==> src/design/fdf_defs.svh <==
/*
 Constants of the fault detection and filter block: register offsets,
 field positions, reset values and timing figures.
 Assumes a 32-bit APB register bus and a 250 MHz system clock.
*/
`ifndef FDF_DEFS_SVH
`define FDF_DEFS_SVH
// ****************************************
// Register byte addresses
// ****************************************
`define FDF_AW 12
`define FDF_A_SETUP 12'h000
`define FDF_A_STATUS 12'h004
`define FDF_A_MASK 12'h008
`define FDF_A_CTRL 12'h00c
`define FDF_A_OV 12'h010
`define FDF_A_UV 12'h014
`define FDF_A_OW 12'h018
`define FDF_A_OT 12'h01c
// ****************************************
// Field positions and reset values
// ****************************************
`define FDF_SETUP_W 13
`define FDF_SETUP_RST 13'h0000
`define FDF_SCN_LSB 0
`define FDF_SCN_MSB 3
`define FDF_TOT_LSB 5
`define FDF_TOT_MSB 7
`define FDF_SCN_MAX 4'hc
`define FDF_STAT_W 8
`define FDF_STAT_OV 0
`define FDF_STAT_UV 1
`define FDF_STAT_OW 2
`define FDF_STAT_OT 3
`define FDF_STAT_BAT 4
`define FDF_STAT_GND 5
`define FDF_STAT_REG 6
`define FDF_STAT_OSC 7
`define FDF_MASK_RST 8'hff
`define FDF_CTRL_CONT 0
// ****************************************
// Timing
// ****************************************
`define FDF_CLK_PERIOD_NS 4
`define FDF_MS_NS 1000000
`define FDF_MS_CYCLES (`FDF_MS_NS / `FDF_CLK_PERIOD_NS)
`define FDF_BASE_INTERVAL_MS 17'h00010
`define FDF_CNT_W 8
`endif

==> src/design/fdf_pkg.sv <==
/*
 Types shared by the fault detection and filter block.
 Assumes fdf_defs.svh for numeric constants.
*/
package fdf_pkg;
  // Synchronised monitor pins
  typedef struct packed {
    logic osc;
    logic rail_ref;
    logic internal_rail_mid;
    logic internal_rail_high;
  } fdf_mon_t;
  // APB request
  typedef struct packed {
    logic psel;
    logic penable;
    logic pwrite;
    logic [11:0] paddr;
    logic [31:0] pwdata;
  } fdf_apb_req_t;
endpackage : fdf_pkg

==> src/design/fdf_top.sv <==
/*
 Fault detection and filtering: supply and oscillator alarms, scan-sampled
 cell and connection faults with totalizing filters, APB registers, irq.
 Assumes scan results arrive as same-clock pulses; monitor pins are async.
*/
// What this block does
// RULE_01: A rail leaving its window sets the regulator fault and the alarm at once.
// RULE_02: An oscillator deviation sets the oscillator fault and the alarm at once.
// RULE_03: Each cell has its own OV, UV, temperature and wire bit, ORed into one status bit each.
// RULE_04: Open pack supply and open ground each own one status bit.
// RULE_05: OV, UV, open supply and open ground are sampled together when a voltage scan ends.
// RULE_06: OV and UV are also sampled when a single cell measurement ends.
// RULE_07: In continuous mode the block requests every scan itself.
// RULE_08: Outside continuous mode the host reissues scans to keep rechecking.
// RULE_09: A fault needs an unbroken run of 1 to 128 positives chosen by a 3-bit code.
// RULE_10: Every cell input, the supply test and the ground test filter independently; wire and temperature results set their bits unfiltered.
// RULE_11: A negative sample clears that filter's run.
// RULE_12: A host write that clears any set status bit clears all filters.
// RULE_13: The host rewrites the status bits to clear a fault and restart filtering.
// RULE_14: Every validated fault raises the alarm.
// RULE_15: A 4-bit code sets the scan interval, 16 ms doubling up to 65536 ms.
// RULE_16: Detection time in continuous mode is interval times sample count.
// RULE_17: A validated fault bit stays set until the host rewrites status.
`timescale 1ns/1ps
`include "fdf_defs.svh"
module fdf_top #(
  parameter int N_CELLS = 12,
  parameter int MS_CYCLES = `FDF_MS_CYCLES
) (
  // Clock and reset
  input wire logic clk_sys_in,
  input wire logic rst_n_in,
  // APB slave
  input wire fdf_pkg::fdf_apb_req_t apb_in,
  output logic [31:0] prdata_out,
  output logic pready_out,
  output logic pslverr_out,
  // Asynchronous monitor pins
  input wire fdf_pkg::fdf_mon_t mon_in,
  // Scan results
  input wire logic volt_done_in,
  input wire logic meas_done_in,
  input wire logic [N_CELLS-1:0] ov_res_in,
  input wire logic [N_CELLS-1:0] uv_res_in,
  input wire logic open_bat_res_in,
  input wire logic open_gnd_res_in,
  input wire logic wire_done_in,
  input wire logic [N_CELLS-1:0] wire_res_in,
  input wire logic temp_done_in,
  input wire logic [N_CELLS-1:0] temp_res_in,
  // Scan request and fault outputs
  output logic scan_req_out,
  output logic alarm_out,
  output logic irq_out
);
  import fdf_pkg::*;
  localparam int NF = 2 * N_CELLS + 2;

  initial begin
    if (N_CELLS < 1 || N_CELLS > 32 || MS_CYCLES < 1 || MS_CYCLES > 262143) begin
      $error("fdf_top: unsupported parameter value");
    end
  end

  // ****************************************
  // Reset and pin synchronisers
  // ****************************************
  logic [1:0] rst_sync_ff;
  logic rst_n;
  fdf_mon_t mon_s1_ff, mon_ff;

  // Reset release through two flops
  always_ff @(posedge clk_sys_in or negedge rst_n_in) begin
    if (!rst_n_in) begin
      rst_sync_ff <= 2'h0;
    end else begin
      rst_sync_ff <= {rst_sync_ff[0], 1'b1};
    end
  end
  assign rst_n = rst_sync_ff[1];

  // Two-flop monitor synchroniser
  always_ff @(posedge clk_sys_in or negedge rst_n) begin
    if (!rst_n) begin
      mon_s1_ff <= '0;
      mon_ff <= '0;
    end else begin
      mon_s1_ff <= mon_in;
      mon_ff <= mon_s1_ff;
    end
  end

  // ****************************************
  // APB slave
  // ****************************************
  logic [`FDF_SETUP_W-1:0] setup_ff;
  logic [`FDF_STAT_W-1:0] mask_ff, status;
  logic cont_ff, bat_ff, gnd_ff, reg_ff, osc_ff;
  logic [N_CELLS-1:0] ov_ff, uv_ff, ow_ff, ot_ff;
  logic acc, wr, stat_wr, clr_all;
  logic [`FDF_STAT_W-1:0] w1c;
  logic [31:0] rdata;
  logic hit;

  assign acc = apb_in.psel && apb_in.penable;
  assign wr = acc && pready_out && apb_in.pwrite;
  assign stat_wr = wr && apb_in.paddr == `FDF_A_STATUS;
  assign w1c = stat_wr ? apb_in.pwdata[`FDF_STAT_W-1:0] : '0;
  assign clr_all = |(w1c & status); // RULE_12 RULE_13
  assign status = {osc_ff, reg_ff, gnd_ff, bat_ff, |ot_ff, |ow_ff, |uv_ff, |ov_ff}; // RULE_03 RULE_04

  // Read decode
  always_comb begin
    rdata = 32'h0;
    hit = 1'b1;
    case (apb_in.paddr)
      `FDF_A_SETUP: rdata[`FDF_SETUP_W-1:0] = setup_ff;
      `FDF_A_STATUS: rdata[`FDF_STAT_W-1:0] = status;
      `FDF_A_MASK: rdata[`FDF_STAT_W-1:0] = mask_ff;
      `FDF_A_CTRL: rdata[`FDF_CTRL_CONT] = cont_ff;
      `FDF_A_OV: rdata[N_CELLS-1:0] = ov_ff;
      `FDF_A_UV: rdata[N_CELLS-1:0] = uv_ff;
      `FDF_A_OW: rdata[N_CELLS-1:0] = ow_ff;
      `FDF_A_OT: rdata[N_CELLS-1:0] = ot_ff;
      default: hit = 1'b0;
    endcase
  end

  // One wait state, then ready with registered data
  always_ff @(posedge clk_sys_in or negedge rst_n) begin
    if (!rst_n) begin
      pready_out <= 1'b0;
      prdata_out <= 32'h0;
      pslverr_out <= 1'b0;
    end else if (acc && !pready_out) begin
      pready_out <= 1'b1;
      prdata_out <= apb_in.pwrite ? 32'h0 : rdata;
      pslverr_out <= !hit;
    end else begin
      pready_out <= 1'b0;
      pslverr_out <= 1'b0;
    end
  end

  // Writable configuration
  always_ff @(posedge clk_sys_in or negedge rst_n) begin
    if (!rst_n) begin
      setup_ff <= `FDF_SETUP_RST;
      mask_ff <= `FDF_MASK_RST;
      cont_ff <= 1'b0;
    end else if (wr) begin
      case (apb_in.paddr)
        `FDF_A_SETUP: setup_ff <= apb_in.pwdata[`FDF_SETUP_W-1:0];
        `FDF_A_MASK: mask_ff <= apb_in.pwdata[`FDF_STAT_W-1:0];
        `FDF_A_CTRL: cont_ff <= apb_in.pwdata[`FDF_CTRL_CONT];
        default: ;
      endcase
    end
  end

  // ****************************************
  // Continuous scan timer
  // ****************************************
  logic [3:0] scan_interval_code;
  logic [16:0] iv_cnt_ff, iv_len;
  logic [17:0] pre_ff;
  logic ms_tick;

  assign scan_interval_code = setup_ff[`FDF_SCN_MSB:`FDF_SCN_LSB] > `FDF_SCN_MAX ? `FDF_SCN_MAX :
               setup_ff[`FDF_SCN_MSB:`FDF_SCN_LSB];
  assign iv_len = `FDF_BASE_INTERVAL_MS << scan_interval_code; // RULE_15
  assign ms_tick = pre_ff == 18'(MS_CYCLES - 1);

  // Millisecond divider and interval count
  always_ff @(posedge clk_sys_in or negedge rst_n) begin
    if (!rst_n) begin
      pre_ff <= 18'h0;
      iv_cnt_ff <= 17'h0;
      scan_req_out <= 1'b0;
    end else if (!cont_ff) begin
      pre_ff <= 18'h0;
      iv_cnt_ff <= 17'h0;
      scan_req_out <= 1'b0;
    end else begin
      pre_ff <= ms_tick ? 18'h0 : pre_ff + 18'h1;
      scan_req_out <= ms_tick && iv_cnt_ff >= iv_len - 17'h1; // RULE_07 RULE_16
      if (ms_tick) begin
        iv_cnt_ff <= iv_cnt_ff >= iv_len - 17'h1 ? 17'h0 : iv_cnt_ff + 17'h1;
      end
    end
  end

  // ****************************************
  // Totalizing filters
  // ****************************************
  logic [NF-1:0] samp_en, samp_pos, valid;
  logic [`FDF_CNT_W-1:0] target;
  logic [`FDF_CNT_W-1:0] cnt_ff [NF];

  assign target = `FDF_CNT_W'(1) << setup_ff[`FDF_TOT_MSB:`FDF_TOT_LSB]; // RULE_09
  assign samp_pos = {open_gnd_res_in, open_bat_res_in, uv_res_in, ov_res_in};
  // Cells on voltage scan or measure; connections on voltage scan only
  assign samp_en = {{2{volt_done_in}}, {(2*N_CELLS){volt_done_in | meas_done_in}}}; // RULE_05 RULE_06

  genvar gi;
  generate
    for (gi = 0; gi < NF; gi++) begin : g_filt
      assign valid[gi] = samp_en[gi] && samp_pos[gi] && cnt_ff[gi] + `FDF_CNT_W'(1) >= target;
      // One independent run counter per test
      always_ff @(posedge clk_sys_in or negedge rst_n) begin // RULE_10
        if (!rst_n) begin
          cnt_ff[gi] <= '0;
        end else if (clr_all) begin
          cnt_ff[gi] <= '0; // RULE_12
        end else if (samp_en[gi] && !samp_pos[gi]) begin
          cnt_ff[gi] <= '0; // RULE_11
        end else if (samp_en[gi] && cnt_ff[gi] < target) begin
          cnt_ff[gi] <= cnt_ff[gi] + `FDF_CNT_W'(1); // RULE_09
        end
      end
    end
  endgenerate

  // ****************************************
  // Fault flags, set wins over clear
  // ****************************************
  logic [N_CELLS-1:0] wire_set, temp_set;
  assign wire_set = wire_done_in ? wire_res_in : '0;
  assign temp_set = temp_done_in ? temp_res_in : '0;

  // Per-cell fault bits
  always_ff @(posedge clk_sys_in or negedge rst_n) begin
    if (!rst_n) begin
      ov_ff <= '0;
      uv_ff <= '0;
      ow_ff <= '0;
      ot_ff <= '0;
    end else begin
      ov_ff <= (w1c[`FDF_STAT_OV] ? '0 : ov_ff) | valid[N_CELLS-1:0]; // RULE_17
      uv_ff <= (w1c[`FDF_STAT_UV] ? '0 : uv_ff) | valid[2*N_CELLS-1:N_CELLS]; // RULE_17
      ow_ff <= (w1c[`FDF_STAT_OW] ? '0 : ow_ff) | wire_set; // RULE_03
      ot_ff <= (w1c[`FDF_STAT_OT] ? '0 : ot_ff) | temp_set; // RULE_03
    end
  end

  // Connection, rail and oscillator bits
  always_ff @(posedge clk_sys_in or negedge rst_n) begin
    if (!rst_n) begin
      bat_ff <= 1'b0;
      gnd_ff <= 1'b0;
      reg_ff <= 1'b0;
      osc_ff <= 1'b0;
    end else begin
      bat_ff <= (bat_ff && !w1c[`FDF_STAT_BAT]) || valid[2*N_CELLS]; // RULE_04
      gnd_ff <= (gnd_ff && !w1c[`FDF_STAT_GND]) || valid[2*N_CELLS+1]; // RULE_04
      reg_ff <= (reg_ff && !w1c[`FDF_STAT_REG]) || mon_ff.internal_rail_high ||
                mon_ff.internal_rail_mid || mon_ff.rail_ref; // RULE_01
      osc_ff <= (osc_ff && !w1c[`FDF_STAT_OSC]) || mon_ff.osc; // RULE_02
    end
  end

  // Alarm on any fault, interrupt on unmasked faults
  always_ff @(posedge clk_sys_in or negedge rst_n) begin
    if (!rst_n) begin
      alarm_out <= 1'b0;
      irq_out <= 1'b0;
    end else begin
      alarm_out <= |status; // RULE_14
      irq_out <= |(status & mask_ff);
    end
  end
endmodule : fdf_top

==> config.mk <==
export PLATFORM = sky130hd
export DESIGN_NAME = fdf_top
export DESIGN_NICKNAME = d
export VERILOG_FILES = /design/src/design/fdf_pkg.sv /design/src/design/fdf_top.sv
export VERILOG_INCLUDE_DIRS = /design/src /design/src/design
export SDC_FILE = /design/constraint.sdc
export NUM_CORES = 1
export LEC_CHECK = 0
export BUFFER_PORTS_ARGS = -buffer_cell sky130_fd_sc_hd__buf_2
export CELL_PAD_IN_SITES_DETAIL_PLACEMENT = 0
export CELL_PAD_IN_SITES_GLOBAL_PLACEMENT = 2
export CORE_MARGIN = 2
export CORE_UTILIZATION = 41
export CTS_BUF_LIST = sky130_fd_sc_hd__clkbuf_16
export DETAILED_ROUTE_END_ITERATION = 10
export PLACE_DENSITY = 0.9
export SLEW_MARGIN = 20
export SYNTH_ARGS = -nofsm -noshare
export SYNTH_HDL_FRONTEND = slang
export SYNTH_SLANG_ARGS = --single-unit
==> constraint.sdc <==
create_clock -name clk_sys_in -period 13.7 [get_ports clk_sys_in]
set_input_delay 3.425 -clock clk_sys_in [delete_from_list [all_inputs] [get_ports clk_sys_in]]
set_output_delay 3.425 -clock clk_sys_in [all_outputs]
set_load 0.01 [all_outputs]
==> flow_metrics.env <==
export IMPL_power_leakage_nw=13.22
export IMPL_cts_setup_buffers=0
export IMPL_seq_area_frac_synth_pct=31.47
export IMPL_grt_max_degree=171
export IMPL_path_buf_inv=3
export IMPL_maxSlewViolCount=0
export IMPL_insertion_delay_ns=0.59
export IMPL_grt_pass1_vias=22100
export IMPL_async_flop_share_pct=100.0
export IMPL_io_pin_count=144
export IMPL_drt_iter0_drc=1194
export IMPL_drive_gt1_share_pct=14.43
export IMPL_totalWireLength_um=71300
export IMPL_grt_overflow_total=0
export IMPL_clk_pin_slew_worst_paths_ns=0.06
export IMPL_switchingPower_w=0.001247
export IMPL_status="completed"
export IMPL_rsz0062_at_grt="false"
export IMPL_slowest_stage="a21oi_1"
export IMPL_rows=94
export IMPL_grt_first_pass_wirelength_um=117400
export IMPL_clock_tree_root_cell="clkbuf_16"
export IMPL_finalSetupViolCount=0
export IMPL_routabilityCongestion=0.8373
export IMPL_required_ns=14.16
export IMPL_comb_power_share_pct=32.9
export IMPL_cts_tree="yes"
export IMPL_fmax_mhz=175.2
export IMPL_htreeDepth=2
export IMPL_wl_per_cell_um=18.39
export IMPL_seqPwrFrac_pct=33.7
export IMPL_hpwlAfterDp_um=48380
export IMPL_cts_max_path_buffers=3
export IMPL_fin_crit_ns=5.707
export IMPL_fin_skew_ns=0.01475
export IMPL_core_region_area_um2=66100
export IMPL_drc=0
export IMPL_final_setup_tns_ns=0
export IMPL_critPathMaxStageDelay_ns=0.81
export IMPL_fp_dieW_um=262.8
export IMPL_worstPathArrival_ns=6.16
export IMPL_finalPower_w=0.003545
export IMPL_power_frac_clock_pct=33.4
export IMPL_post_route_period_util_pct=41.66
export IMPL_p_sw_share_pct=35.19
export IMPL_syn_area_um2=27470
export IMPL_crit_family="buffers and inverters"
export IMPL_crit_path_cell_trace="buf_2 > nor2_4 > buf_4 > buf_4 > nor3_1 > a21oi_1 > mux2i_1 > nor2_2"
export IMPL_syn_avg_cell_area_um2=9.527
export IMPL_synthToLayoutAreaGrowth_pct=10.21
export IMPL_hold_viol_final=0
export IMPL_p_int_w=0.002298
export IMPL_ys_seq_elements=345
export IMPL_first_pass_iters=5
export IMPL_synth_edf_count=0
export IMPL_p_per_area_nw_per_um2=117.1
export IMPL_synth_ff_type="dfrtp_1"
export IMPL_critPathMaxFanout=42
export IMPL_grt_antenna_before_repair=1
export IMPL_fin_nets=3545
export IMPL_cts_hold_buf=0
export IMPL_vias_per_cell=5.665
export IMPL_cts_buffers=45
export IMPL_slew_headroom_pct=28.86
export IMPL_postSynthCellCount=2883
export IMPL_worst_pin_slew_ns=1.067
export IMPL_peakVddDrop_uv=77.29
export IMPL_endpoint_kind="flop"
export IMPL_cts_sinks=345
export IMPL_ys_warn_count=0
export IMPL_path_common_cell="buf_4"
export IMPL_yosysUniqueCellTypes=67
export IMPL_cap_violations=0
export IMPL_port_buffers=105
export IMPL_vias=21970
export IMPL_antenna_diode_count=0
export IMPL_start_kind="input pin"
export IMPL_ant_nets=0
export IMPL_die_height_um=262.8
export IMPL_cts_resized=0
export IMPL_start_util_pct=41.56
export IMPL_die_area_um2=69080
export IMPL_worst_setup_path_type="in2reg"
export IMPL_min_path_type="reg2reg"
export IMPL_globalRouteTotalUtil_pct=20.64
## metal layers
layer  share of wire (%)  vias up  track usage [%]  wire (um)
met4                 1.8        2            5.050       1287
met2                  47      376            34.87      33420
met1                  47    10710            28.02      33640
li1                    -    10800                -          -
met5               0.020        -                0         14
met3                 4.1       78            2.596       2932
## placed cells by master, fill, tap and decap left out, types with 7 or more instances in the layout
master	instances
ha_1	458
dfrtp_1	336
o21ai_0	250
or3_1	187
xnor2_1	161
nor2_1	150
inv_1	144
a21oi_1	135
nand3_1	126
a21oi_2	120
buf_2	105
nand2_1	91
nor3_1	82
xor2_1	47
mux2i_1	46
clkbuf_16	45
nor2_2	41
nand2b_1	35
a22o_1	32
o211ai_1	31
a21boi_0	26
mux2_2	26
o21a_1	25
a32oi_1	25
or2_2	24
a2111oi_0	24
o2111ai_1	24
o21ai_4	21
conb_1	21
nor4_1	16
nand4_1	13
buf_4	13
and3_1	9
a221oi_1	9
clkinv_1	9
clkinv_2	9
dfstp_2	8
o21ai_1	7
a21o_1	7
## power by group through the flow
stage / logic, W / registers, W / clock network (W)
3_5_place_dp: 0.00117 / 0.00121 / 0
3_3_place_gp: 0.00112 / 0.00121 / 0
5_1_grt: 0.00135 / 0.00121 / 0.00126
6_report: 0.00117 / 0.00119 / 0.00118
4_1_cts: 0.00118 / 0.00119 / 0.00122
2_1_floorplan: 0.000914 / 0.00120 / 0
## synthesized netlist by cell type (all sizes together) (25+ instances only)
library cell,n,area [um^2]
a21boi,26,195.2
a21oi,255,1727
a22o,32,280.3
a32oi,25,219.0
buf,37,272.8
clkbuf,52,196.4
dfrtp,337,8433
ha,458,5731
inv,135,506.7
mux2,26,292.8
mux2i,46,460.4
nand2,92,345.3
nand2b,35,219.0
nand3,127,635.6
nor2,193,837.1
nor3,83,415.4
o211ai,31,232.7
o21a,25,187.7
o21ai,278,1628
or3,187,1170
xnor2,161,1410
xor2,47,411.6
## kinds of logic (layout without fill, tap and decap cells)
kind of cell	Yosys count	after routing	share of synthesized area [%]
AOI/OAI and AO/OA	767	767	19.23
xor gates and xnor gates	208	208	6.632
adders and majority gates	458	458	20.86
buffers and inverters	224	336	3.553
DFF	345	345	31.47
muxes	72	72	2.742
other	2	21	0.02734
and+or+nand+nor	807	807	15.49
## path summary, 6_finish.rpt
kind,startpoint,end,slack (ns),cells after the start
setup / recovery,volt_done_in,cnt_ff[33],7.99,8
hold / removal,mon_s1_ff[1],mon_ff[1],0.35,0
setup reg to reg,setup_ff[2],iv_cnt_ff[2],9.87,10
hold reg to reg,mon_s1_ff[1],mon_ff[1],0.35,0
max in group asynchronous,rst_n_in,rst_sync_ff[1],10.99,1
min in group asynchronous,rst_sync_ff[1],cnt_ff[90],0.38,0
## state kept, by name, indices dropped and copies added, names as in the netlist, 4 cells and up
name,count
pre_ff,18
iv_cnt_ff,17
mon_ff,4
setup_ff,13
prdata_out,13
cnt_ff,208
ov_ff,12
ot_ff,12
mon_s1_ff,4
mask_ff,8
uv_ff,12
ow_ff,12
## cell type report
| cell class | count | area, um^2 |
|---|---|---|
| fill | 6320 | 35830 |
| multi-input combinational | 2333 | 17950 |
| sequential | 345 | 8647 |
| clock buffer | 45 | 1126 |
| tap | 864 | 1081 |
| timing repair buffer | 120 | 654.4 |
| inverter | 135 | 506.7 |
| clock inverter | 36 | 307.8 |
## worst reg2reg max path: cells and delay by family, from the launching register on
| family | cells | cell delay [ns] |
|---|---|---|
| DFF | 1 | 0.55 |
| and+or+nand+nor | 4 | 1.18 |
| adders and majority gates | 2 | 0.59 |
| AOI/OAI and AO/OA | 4 | 1.38 |
## metrics by stage
step,hold WS [ns],util [%],setup WS (ns),std cells,cell area (um^2)
3_3_place_gp,0.3352,43.61,7.479,3796,28830
5_1_grt,0.3540,45.80,7.719,3878,30270
6_report,0.3466,45.80,7.993,3878,30270
2_1_floorplan,0.3312,-,3.387,2902,27540
3_5_place_dp,0.3363,43.61,7.380,3796,28830
4_1_cts,0.3499,45.78,8.009,3877,30260
No activity file was read; power rests on OpenSTA's default activity.
